--- config.mk ---
export PLATFORM = sky130hd
export DESIGN_NAME = dual_timer_counter
export DESIGN_NICKNAME = d
export VERILOG_FILES = /design/src/core/tmr_pkg.sv /design/src/core/dual_timer_counter.sv
export SDC_FILE = /design/constraint.sdc
export NUM_CORES = 1
export LEC_CHECK = 0
export BUFFER_PORTS_ARGS = -buffer_cell sky130_fd_sc_hd__clkbuf_2
export CAP_MARGIN = 0
export CELL_PAD_IN_SITES_DETAIL_PLACEMENT = 1
export CELL_PAD_IN_SITES_GLOBAL_PLACEMENT = 1
export CORE_MARGIN = 2
export CORE_UTILIZATION = 45
export DETAILED_ROUTE_END_ITERATION = 16
export HOLD_SLACK_MARGIN = 0.02
export PLACE_DENSITY_LB_ADDON = 0.1
export SLEW_MARGIN = 20
export SYNTH_ARGS = -nofsm -noshare
export SYNTH_HDL_FRONTEND = slang
export SYNTH_SLANG_ARGS = --single-unit
--- constraint.sdc ---
create_clock -name clk_i -period 4.63 [get_ports clk_i]
set_clock_uncertainty 0.1 [all_clocks]
set_input_delay 0.2315 -clock clk_i [delete_from_list [all_inputs] [get_ports clk_i]]
set_output_delay 0.2315 -clock clk_i [all_outputs]
set_load 0.05 [all_outputs]
--- src/core/tmr_pkg.sv ---
// Purpose: shared constants and carrier types for the dual timer/counter block
// Assumes: 32-bit classic Wishbone register bus, one 40 MHz clock
// Notes:   register offsets are byte addresses of aligned 32-bit words
package tmr_pkg;

	// ****************************************************************
	// timing
	// ****************************************************************
	localparam int unsigned CLK_HZ             = 40_000_000;
	localparam int unsigned MACHINE_CYCLE_CLKS = 6;       // cpu clocks per machine cycle
	localparam int unsigned DIV_W              = 3;       // divider width, holds up to 8

	// ****************************************************************
	// register map (byte addresses)
	// ****************************************************************
	localparam logic [7:0] MODE_REG_ADR   = 8'h00;
	localparam logic [7:0] RUN_REG_ADR    = 8'h04;
	localparam logic [7:0] LOW0_REG_ADR   = 8'h08;
	localparam logic [7:0] HIGH0_REG_ADR  = 8'h0C;
	localparam logic [7:0] LOW1_REG_ADR   = 8'h10;
	localparam logic [7:0] HIGH1_REG_ADR  = 8'h14;
	localparam logic [7:0] TOGGLE_REG_ADR = 8'h18;
	localparam logic [7:0] STATUS_REG_ADR = 8'h1C;
	localparam logic [7:0] MASK_REG_ADR   = 8'h20;

	// ****************************************************************
	// field positions
	// ****************************************************************
	localparam int MODE_SEL_LSB0 = 0;    // mode_select_low/high of counter 0
	localparam int CT_SEL_BIT0   = 2;    // timer_counter_select of counter 0
	localparam int GATE_EN_BIT0  = 3;    // external_gate_enable of counter 0
	localparam int MODE_SEL_LSB1 = 4;
	localparam int CT_SEL_BIT1   = 6;
	localparam int GATE_EN_BIT1  = 7;
	localparam int RUN_BIT0      = 4;    // run_control 0 in run_flag_register
	localparam int OVF_BIT0      = 5;
	localparam int RUN_BIT1      = 6;
	localparam int OVF_BIT1      = 7;

	// ****************************************************************
	// reset values
	// ****************************************************************
	localparam logic [7:0] MODE_RST  = 8'h00;
	localparam logic [7:0] COUNT_RST = 8'h00;
	localparam logic [1:0] BITS_RST  = 2'h0;

	// operating modes, encodings 00..11
	localparam logic [1:0] MODE_13BIT  = 2'h0;
	localparam logic [1:0] MODE_16BIT  = 2'h1;
	localparam logic [1:0] MODE_RELOAD = 2'h2;
	localparam logic [1:0] MODE_SPLIT  = 2'h3;

	// result of one count step of a counter
	typedef struct packed {
		logic       ovf;
		logic [7:0] lo;
		logic [7:0] hi;
	} cnt_res_t;

	// wishbone request carrier
	typedef struct packed {
		logic        cyc;
		logic        stb;
		logic        we;
		logic [7:0]  adr;
		logic [3:0]  sel;
		logic [31:0] dat;
	} wb_req_t;

endpackage : tmr_pkg

--- src/core/dual_timer_counter.sv ---
// Purpose: two up-counters with four modes, gating, overflow flags, toggle outputs
// Assumes: classic Wishbone slave on clk_i, synchronous active-high reset
// Notes:   pins and gate inputs are synchronised by two flip-flops before use
`timescale 1ns/1ps

module dual_timer_counter
	import tmr_pkg::*;
#(
	parameter int unsigned MC_CLKS = tmr_pkg::MACHINE_CYCLE_CLKS
) (
	input  wire logic        clk_i,
	input  wire logic        rst_i,
	input  wire logic        wb_cyc_i,
	input  wire logic        wb_stb_i,
	input  wire logic        wb_we_i,
	input  wire logic [7:0]  wb_adr_i,
	input  wire logic [3:0]  wb_sel_i,
	input  wire logic [31:0] wb_dat_i,
	output logic      [31:0] wb_dat_o,
	output logic             wb_ack_o,
	input  wire logic [1:0]  int_vector_ack_i,
	input  wire logic [1:0]  external_gate_input_i,
	input  wire logic        count_input_pin_zero_i,
	output logic             count_input_pin_zero_o,
	output logic             count_input_pin_zero_oe_n_o,
	input  wire logic        count_input_pin_one_i,
	output logic             count_input_pin_one_o,
	output logic             count_input_pin_one_oe_n_o,
	output logic             irq_o
);
	import tmr_pkg::*;

	// ****************************************************************
	// elaboration checks
	// ****************************************************************
	if (MC_CLKS < 2 || MC_CLKS > (1 << DIV_W))
		$error("MC_CLKS must lie between 2 and the divider range");

	// ****************************************************************
	// state
	// ****************************************************************
	typedef struct packed {
		logic [DIV_W-1:0] div;
		logic [7:0]       mode;
		logic [1:0]       run;
		logic [1:0]       ovf;
		logic [1:0][7:0]  lo;
		logic [1:0][7:0]  hi;
		logic [1:0]       tog_en;
		logic [1:0]       tog_out;
		logic [1:0]       status;
		logic [1:0]       mask;
		logic [1:0]       pin_s1;
		logic [1:0]       pin_s2;
		logic [1:0]       sample;
		logic [1:0]       gate_s1;
		logic [1:0]       gate_s2;
		logic             ack;
		logic [31:0]      dat;
		logic             irq;
	} state_t;

	state_t state_reg;
	state_t state_next;

	// one count step of a counter in modes 0 to 2; mode 3 is handled by the caller
	function automatic cnt_res_t count_step(
		input logic [1:0] m,
		input logic [7:0] lo,
		input logic [7:0] hi,
		input logic       inc
	);
		cnt_res_t r;
		logic [12:0] v13;
		logic [15:0] v16;
		r   = '{ovf: 1'b0, lo: lo, hi: hi};
		v13 = {hi, lo[4:0]} + 13'h0001;
		v16 = {hi, lo} + 16'h0001;
		if (inc) begin
			case (m)
				MODE_13BIT: begin
					// thirteen bit count, upper low-byte bits left alone
					r.hi = v13[12:5];
					r.lo = {lo[7:5], v13[4:0]};
					r.ovf = ({hi, lo[4:0]} == 13'h1FFF);
				end
				MODE_16BIT: begin
					r.hi  = v16[15:8];
					r.lo  = v16[7:0];
					r.ovf = ({hi, lo} == 16'hFFFF);
				end
				MODE_RELOAD: begin
					// reload low byte from high byte
					r.ovf = (lo == 8'hFF);
					r.lo  = r.ovf ? hi : lo + 8'h01;
				end
				default: begin
					r.ovf = 1'b0;
				end
			endcase
		end
		return r;
	endfunction : count_step

	// ****************************************************************
	// next-state logic
	// ****************************************************************
	wb_req_t    req;
	logic       tick;
	logic       access;
	logic       wr;
	logic       rd;
	logic [1:0] edge_seen;
	logic [1:0] run_ok;
	logic [1:0] inc;
	logic [1:0] ovf_evt;
	logic [1:0] flag_set;
	logic [1:0] mode_c0;
	logic [1:0] mode_c1;
	logic [1:0] ovf_base;
	logic [1:0] stat_base;
	logic [1:0] tog_new;
	logic [1:0] tog_hit;
	cnt_res_t   res0;
	cnt_res_t   res1;
	logic [8:0] split_hi;

	// bus inputs travel together
	assign req = '{cyc: wb_cyc_i, stb: wb_stb_i, we: wb_we_i, adr: wb_adr_i, sel: wb_sel_i, dat: wb_dat_i};

	always_comb begin
		state_next = state_reg;
		mode_c0    = state_reg.mode[MODE_SEL_LSB0 +: 2];
		mode_c1    = state_reg.mode[MODE_SEL_LSB1 +: 2];
		tick             = (state_reg.div == DIV_W'(MC_CLKS - 1));
		state_next.div   = tick ? '0 : state_reg.div + DIV_W'(1);

		// two-flop synchronisers; only the second stage is read by logic
		state_next.pin_s1  = {count_input_pin_one_i, count_input_pin_zero_i};
		state_next.pin_s2  = state_reg.pin_s1;
		state_next.gate_s1 = external_gate_input_i;
		state_next.gate_s2 = state_reg.gate_s1;

		// sample once per machine cycle, edge is previous high then low
		// two samples, two machine cycles, per recognised edge
		edge_seen = tick ? (state_reg.sample & ~state_reg.pin_s2) : 2'b00;
		if (tick) begin
			state_next.sample = state_reg.pin_s2;
		end

		// run gating with optional external gate
		// separate gate enable bit per counter
		run_ok[0] = state_reg.run[0] & (~state_reg.mode[GATE_EN_BIT0] | state_reg.gate_s2[0]);
		run_ok[1] = (mode_c0 == MODE_SPLIT ? 1'b1 : state_reg.run[1])
		            & (~state_reg.mode[GATE_EN_BIT1] | state_reg.gate_s2[1]);

		// edge counted at the detecting tick, visible in the next machine cycle
		inc[0] = tick & run_ok[0] & (state_reg.mode[CT_SEL_BIT0] ? edge_seen[0] : 1'b1);
		// counter 1 in mode 3 is stopped
		inc[1] = tick & run_ok[1] & (mode_c1 != MODE_SPLIT)
		         & (state_reg.mode[CT_SEL_BIT1] ? edge_seen[1] : 1'b1);

		// counting resumes from held value, run writes touch no count
		res0 = count_step(mode_c0, state_reg.lo[0], state_reg.hi[0], inc[0]);
		res1 = count_step(mode_c1, state_reg.lo[1], state_reg.hi[1], inc[1]);
		split_hi = {1'b0, state_reg.hi[0]} + 9'h001;
		ovf_evt  = {res1.ovf, res0.ovf};
		flag_set = 2'b00;

		// counter 0 mode 3: two 8-bit counters, high byte borrows run 1 and flag 1
		if (mode_c0 == MODE_SPLIT) begin
			res0.lo  = inc[0] ? state_reg.lo[0] + 8'h01 : state_reg.lo[0];
			res0.hi  = (tick & state_reg.run[1]) ? split_hi[7:0] : state_reg.hi[0];
			flag_set = {tick & state_reg.run[1] & split_hi[8], inc[0] & (state_reg.lo[0] == 8'hFF)};
			ovf_evt  = {res1.ovf, flag_set[0]};
		end else begin
			flag_set = ovf_evt;
		end
		state_next.lo[0] = res0.lo;
		state_next.hi[0] = res0.hi;
		state_next.lo[1] = res1.lo;
		state_next.hi[1] = res1.hi;

		// wishbone: one wait state, registered ack and data
		access           = req.cyc & req.stb & ~state_reg.ack;
		wr               = access & req.we & req.sel[0];
		rd               = access & ~req.we;
		state_next.ack   = access;
		state_next.dat   = state_reg.dat;
		ovf_base         = state_reg.ovf;
		stat_base        = state_reg.status;
		tog_new          = 2'b00;
		if (rd) begin
			state_next.dat = 32'h0000_0000;
			case (req.adr & 8'hFC)
				MODE_REG_ADR:   state_next.dat[7:0] = state_reg.mode;
				RUN_REG_ADR: begin
					state_next.dat[RUN_BIT0] = state_reg.run[0];
					state_next.dat[OVF_BIT0] = state_reg.ovf[0];
					state_next.dat[RUN_BIT1] = state_reg.run[1];
					state_next.dat[OVF_BIT1] = state_reg.ovf[1];
				end
				LOW0_REG_ADR:   state_next.dat[7:0] = state_reg.lo[0];
				HIGH0_REG_ADR:  state_next.dat[7:0] = state_reg.hi[0];
				LOW1_REG_ADR:   state_next.dat[7:0] = state_reg.lo[1];
				HIGH1_REG_ADR:  state_next.dat[7:0] = state_reg.hi[1];
				TOGGLE_REG_ADR: state_next.dat[1:0] = state_reg.tog_en;
				STATUS_REG_ADR: begin
					state_next.dat[1:0] = state_reg.status;
					stat_base           = 2'b00;    // read clears the sticky bits
				end
				MASK_REG_ADR:   state_next.dat[1:0] = state_reg.mask;
				default:        state_next.dat = 32'h0000_0000;
			endcase
		end
		if (wr) begin
			case (req.adr & 8'hFC)
				MODE_REG_ADR: state_next.mode = req.dat[7:0];
				RUN_REG_ADR: begin
					state_next.run = {req.dat[RUN_BIT1], req.dat[RUN_BIT0]};
					ovf_base       = {req.dat[OVF_BIT1], req.dat[OVF_BIT0]};
				end
				// count byte writes win over increments
				LOW0_REG_ADR:   state_next.lo[0] = req.dat[7:0];
				HIGH0_REG_ADR:  state_next.hi[0] = req.dat[7:0];
				LOW1_REG_ADR:   state_next.lo[1] = req.dat[7:0];
				HIGH1_REG_ADR:  state_next.hi[1] = req.dat[7:0];
				TOGGLE_REG_ADR: begin
					tog_new           = req.dat[1:0] & ~state_reg.tog_en;
					state_next.tog_en = req.dat[1:0];
				end
				MASK_REG_ADR:   state_next.mask = req.dat[1:0];
				default:        state_next.mode = state_reg.mode;
			endcase
		end

		// vector acknowledge or software clears; a hardware set wins
		state_next.ovf    = (ovf_base & ~int_vector_ack_i) | flag_set;
		state_next.status = stat_base | flag_set;
		state_next.irq    = |(state_next.status & state_next.mask);

		// toggle the count pin on each overflow except a mode 3 high-byte overflow
		// freshly enabled toggle output starts at one
		tog_hit            = ovf_evt & state_reg.tog_en;
		state_next.tog_out = (state_reg.tog_out ^ tog_hit) | tog_new;
	end

	// ****************************************************************
	// state register
	// ****************************************************************
	// synchronous reset to constants only
	always_ff @(posedge clk_i) begin
		if (rst_i) begin
			state_reg         <= '0;
			state_reg.mode    <= MODE_RST;
			state_reg.lo      <= {COUNT_RST, COUNT_RST};
			state_reg.hi      <= {COUNT_RST, COUNT_RST};
			state_reg.tog_en  <= BITS_RST;
			state_reg.tog_out <= 2'b11;
		end else begin
			state_reg <= state_next;
		end
	end

	// outputs straight from the state register
	assign wb_dat_o                    = state_reg.dat;
	assign wb_ack_o                    = state_reg.ack;
	assign irq_o                       = state_reg.irq;
	assign count_input_pin_zero_o      = state_reg.tog_out[0];
	assign count_input_pin_zero_oe_n_o = ~state_reg.tog_en[0];   // low while driving
	assign count_input_pin_one_o       = state_reg.tog_out[1];
	assign count_input_pin_one_oe_n_o  = ~state_reg.tog_en[1];

endmodule : dual_timer_counter

==> run summary <==
Synth warnings = 0
Setup bufs post-CTS = 0
CP endpoint kind = flop
Crit path max fanout = 11
Post-synth EDFFs = 0
Detailed Routing Iterations Pass 1 = 6
IO Port Bufs = 39
Clock tree from TritonCTS = yes
Synth cell types = 74
Period utilization = 0.563
Critical path data required time = 4.80 ns
Sink Count = 75
GPL Wtd Cong = 0.872
Initial Util = 0.466
GRT Util Overall = 0.280
Area Growth Syn to Fin = 6.86%
Hold/Removal Path Class = in -> reg
Slew HR = 0.501
Post-synth top area share = 0.311
FP Rows = 37
Final hold violation count = 0
Core Area = 10,400 µm²
LEAKAGE = 0.00168 µW
Top post-synthesis cells by area = dfxtp_1 (31%), buf_4 (5.0%), nor2_1 (5.0%), mux2i_1 (3.9%), a211oi_1 (3.3%)
FF-to-FF Start = state_reg[96]
Cts bufs inserted = 9
Drt total wl = 15.6 mm
Post-DP HPWL = 11.5 mm
Final Critical Period = 2.61 ns
Fmax = 384 MHz
Slew of the pin with the lowest slew margin = 0.747 ns
Reg2reg setup slack = 2.02 ns
Via/cell ratio = 6.39
Yosys top cell by area = dfxtp_1
Clk Tree Root Cell = clkbuf_8
First-pass GRT wire length = 25.2 mm
Crit path cell chain = ha_1 -> nand3_1 -> a211o_1 -> nor3_1 -> a211oi_1 -> a32o_1
Final Slew Violations = 0
Startpoint types = flop
WHS Endpoint = state_reg[84]
DR DRC count = 0
Final setup viols = 0
Worst hold stages = 3
CTS clk-pin slew, worst paths = 0.09 ns
Slowest CP cell = nor3_1
Die Height = 108 µm
Layout cells sized above 1 = 0.140
Post-Synthesis Cells = 591
Largest net degree at the start of global routing = 49
DIE WIDTH = 108 µm
WS Path Type = reg -> reg
I/O pins = 93
Placed Cells incl. Taps = 721
Peak VDD IR = 0.132 mV
Hold path start = int_vector_ack_i[0]
WL per Instance = 21.1 µm
Mean Syn Cell Area = 8.17 µm²
Max-cap violations = 0
Dominant register cell in the synthesized netlist = dfxtp_1
Synth Cell Area = 4830 µm²
FF-to-FF path depth = 6
Yosys reg bits = 75
Unrepaired setup endpoints after global routing = false
DRT antenna net count = 0
CP max stage delay = 0.64 ns
Clock Latency Late Sink = 0.37 ns
Die Area = 11,600 µm²
Clock Path Buffers = 2
Fill count = 1,285
Number of DRC markers in iteration 0 = 336
Vias in the first global route = 4,790
R2R Path End = state_reg[71]
Remaining Overflow, GRT = 0
Setup TNS Final = 0 ns
Status = finished, final reports clean
Asr flop ratio synth = 0
Nets = 660
Htree depth = 3
Cell Pwr Density = 262 nW/µm²
Initial antenna violation count = 0
Final cell count without fillers = 741
Register area share after synthesis = 0.311
Worst EP arrival = 2.78 ns
Diodes inserted = 0
Total number of vias = 4,734
Largest register FFs = 55
[logic make-up after synthesis]
| logic type | count (synthesis) | share of synthesized area |
|---|---|---|
| and+or+nand+nor | 226 | 0.249 |
| AOI/OAI and AO/OA | 155 | 0.237 |
| buffers and inverters | 90 | 0.0984 |
| DFF | 75 | 0.311 |
| muxes | 27 | 0.0697 |
| xor gates and xnor gates | 12 | 0.0218 |
| adders and majority gates | 5 | 0.0130 |
| other | 1 | 0.000776 |
[cells in the mapped netlist, drive strengths merged, types with 4 or more instances]
cell type  count
o211ai         9
a22o           4
inv           17
a211oi        22
and3          10
nand2b         7
nand3         21
nand2         31
and4           5
o21ai         28
mux2i         19
nor3          25
a221oi         8
buf           46
nand4         12
a21oi         21
ha             5
nor4           9
dfxtp         75
mux4           5
a2111oi        7
xor2           8
or3            4
nor2          64
clkbuf        27
a31oi          9
a311oi         9
and2          10
nor2b         12
o2111ai        8
xnor2          4
[timing repair]
item	in CTS	in global routing
gates resized for setup	0	0
hold endpoints to repair	4	0
hold buffers	4	0
setup endpoints to repair	0	0
[report_power, final]
| part | internal [µW] | total, µW | switching (µW) |
|---|---|---|---|
| Combinational | 31.1 | 143 | 112 |
| Sequential | 656 | 666 | 10.4 |
| Clock | 259 | 545 | 286 |
[final cells by class]
cell class | instances | area [µm²] | area share
multi-input cells | 449 | 2950 | 0.571
flip-flops and latches | 75 | 1500 | 0.291
repair buffers | 48 | 273 | 0.0528
well taps | 136 | 170 | 0.0330
clock buffers | 9 | 124 | 0.0240
clock inverters | 7 | 83.8 | 0.0162
inverters | 17 | 63.8 | 0.0124
[cell usage in the layout, fill, tap and decap left out, types with 5 or more instances in the layout]
cell type  count
buf_4          5
and4_1         5
and3_1        10
conb_1        24
nor3_1        24
nor4_1         6
a211oi_1      21
clkbuf_8       9
clkbuf_2      39
a311oi_1       9
dfxtp_1       75
nand2_1       30
o211ai_1       9
nor2_1        64
mux2i_1       19
nand4_1       12
nor2b_1       12
mux4_2         5
nand2b_1       7
a21oi_1       20
inv_1         17
o2111ai_1      8
ha_1           5
a31oi_1        9
o21ai_0       28
a221oi_1       8
and2_0         6
xor2_1         8
nand3_1       21
[worst max path at each step]
stage | from | to | slack, ns | cells past startpoint
detailed placement | state_reg[96] | state_reg[71] | 2.05 | 6
global placement | state_reg[96] | state_reg[71] | 2.10 | 6
global route | state_reg[96] | state_reg[71] | 1.82 | 6
finish | state_reg[96] | state_reg[71] | 2.02 | 6
floorplan | state_reg[96] | state_reg[71] | 2.49 | 8
CTS | state_reg[96] | state_reg[71] | 2.02 | 6
[layer usage]
metal,vias up,part of all wire,routed length (µm),global-route usage
met5,-,0,0,0
met4,0,0.034,524,0.129
met3,45,0.058,908,0.0424
met2,176,0.47,7360,0.444
met1,2342,0.44,6840,0.373
li1,2171,-,-,-
[worst max-delay path: cells and delay by family (launching register included)]
kind,cells,cell delay [ns]
AO/OA/AOI/OAI,3,0.85
flip-flops,1,0.37
AND/OR/NAND/NOR,2,0.86
adder cells (fa/ha/maj),1,0.33
[metrics by stage]
stage	area, µm²	hold WS (ns)	worst slack (ns)	util	power, µW
after global routing	5160	0.0350	1.82	0.498	1410
final	5160	0.0370	2.02	0.498	1350
after detailed placement	4910	0.329	2.05	0.474	821
after global placement	4910	0.322	2.10	0.474	817
after floorplan	4920	0.260	2.49	-	801
after CTS	5160	0.0299	2.02	0.498	1370
(Power assumes the default switching activity.)
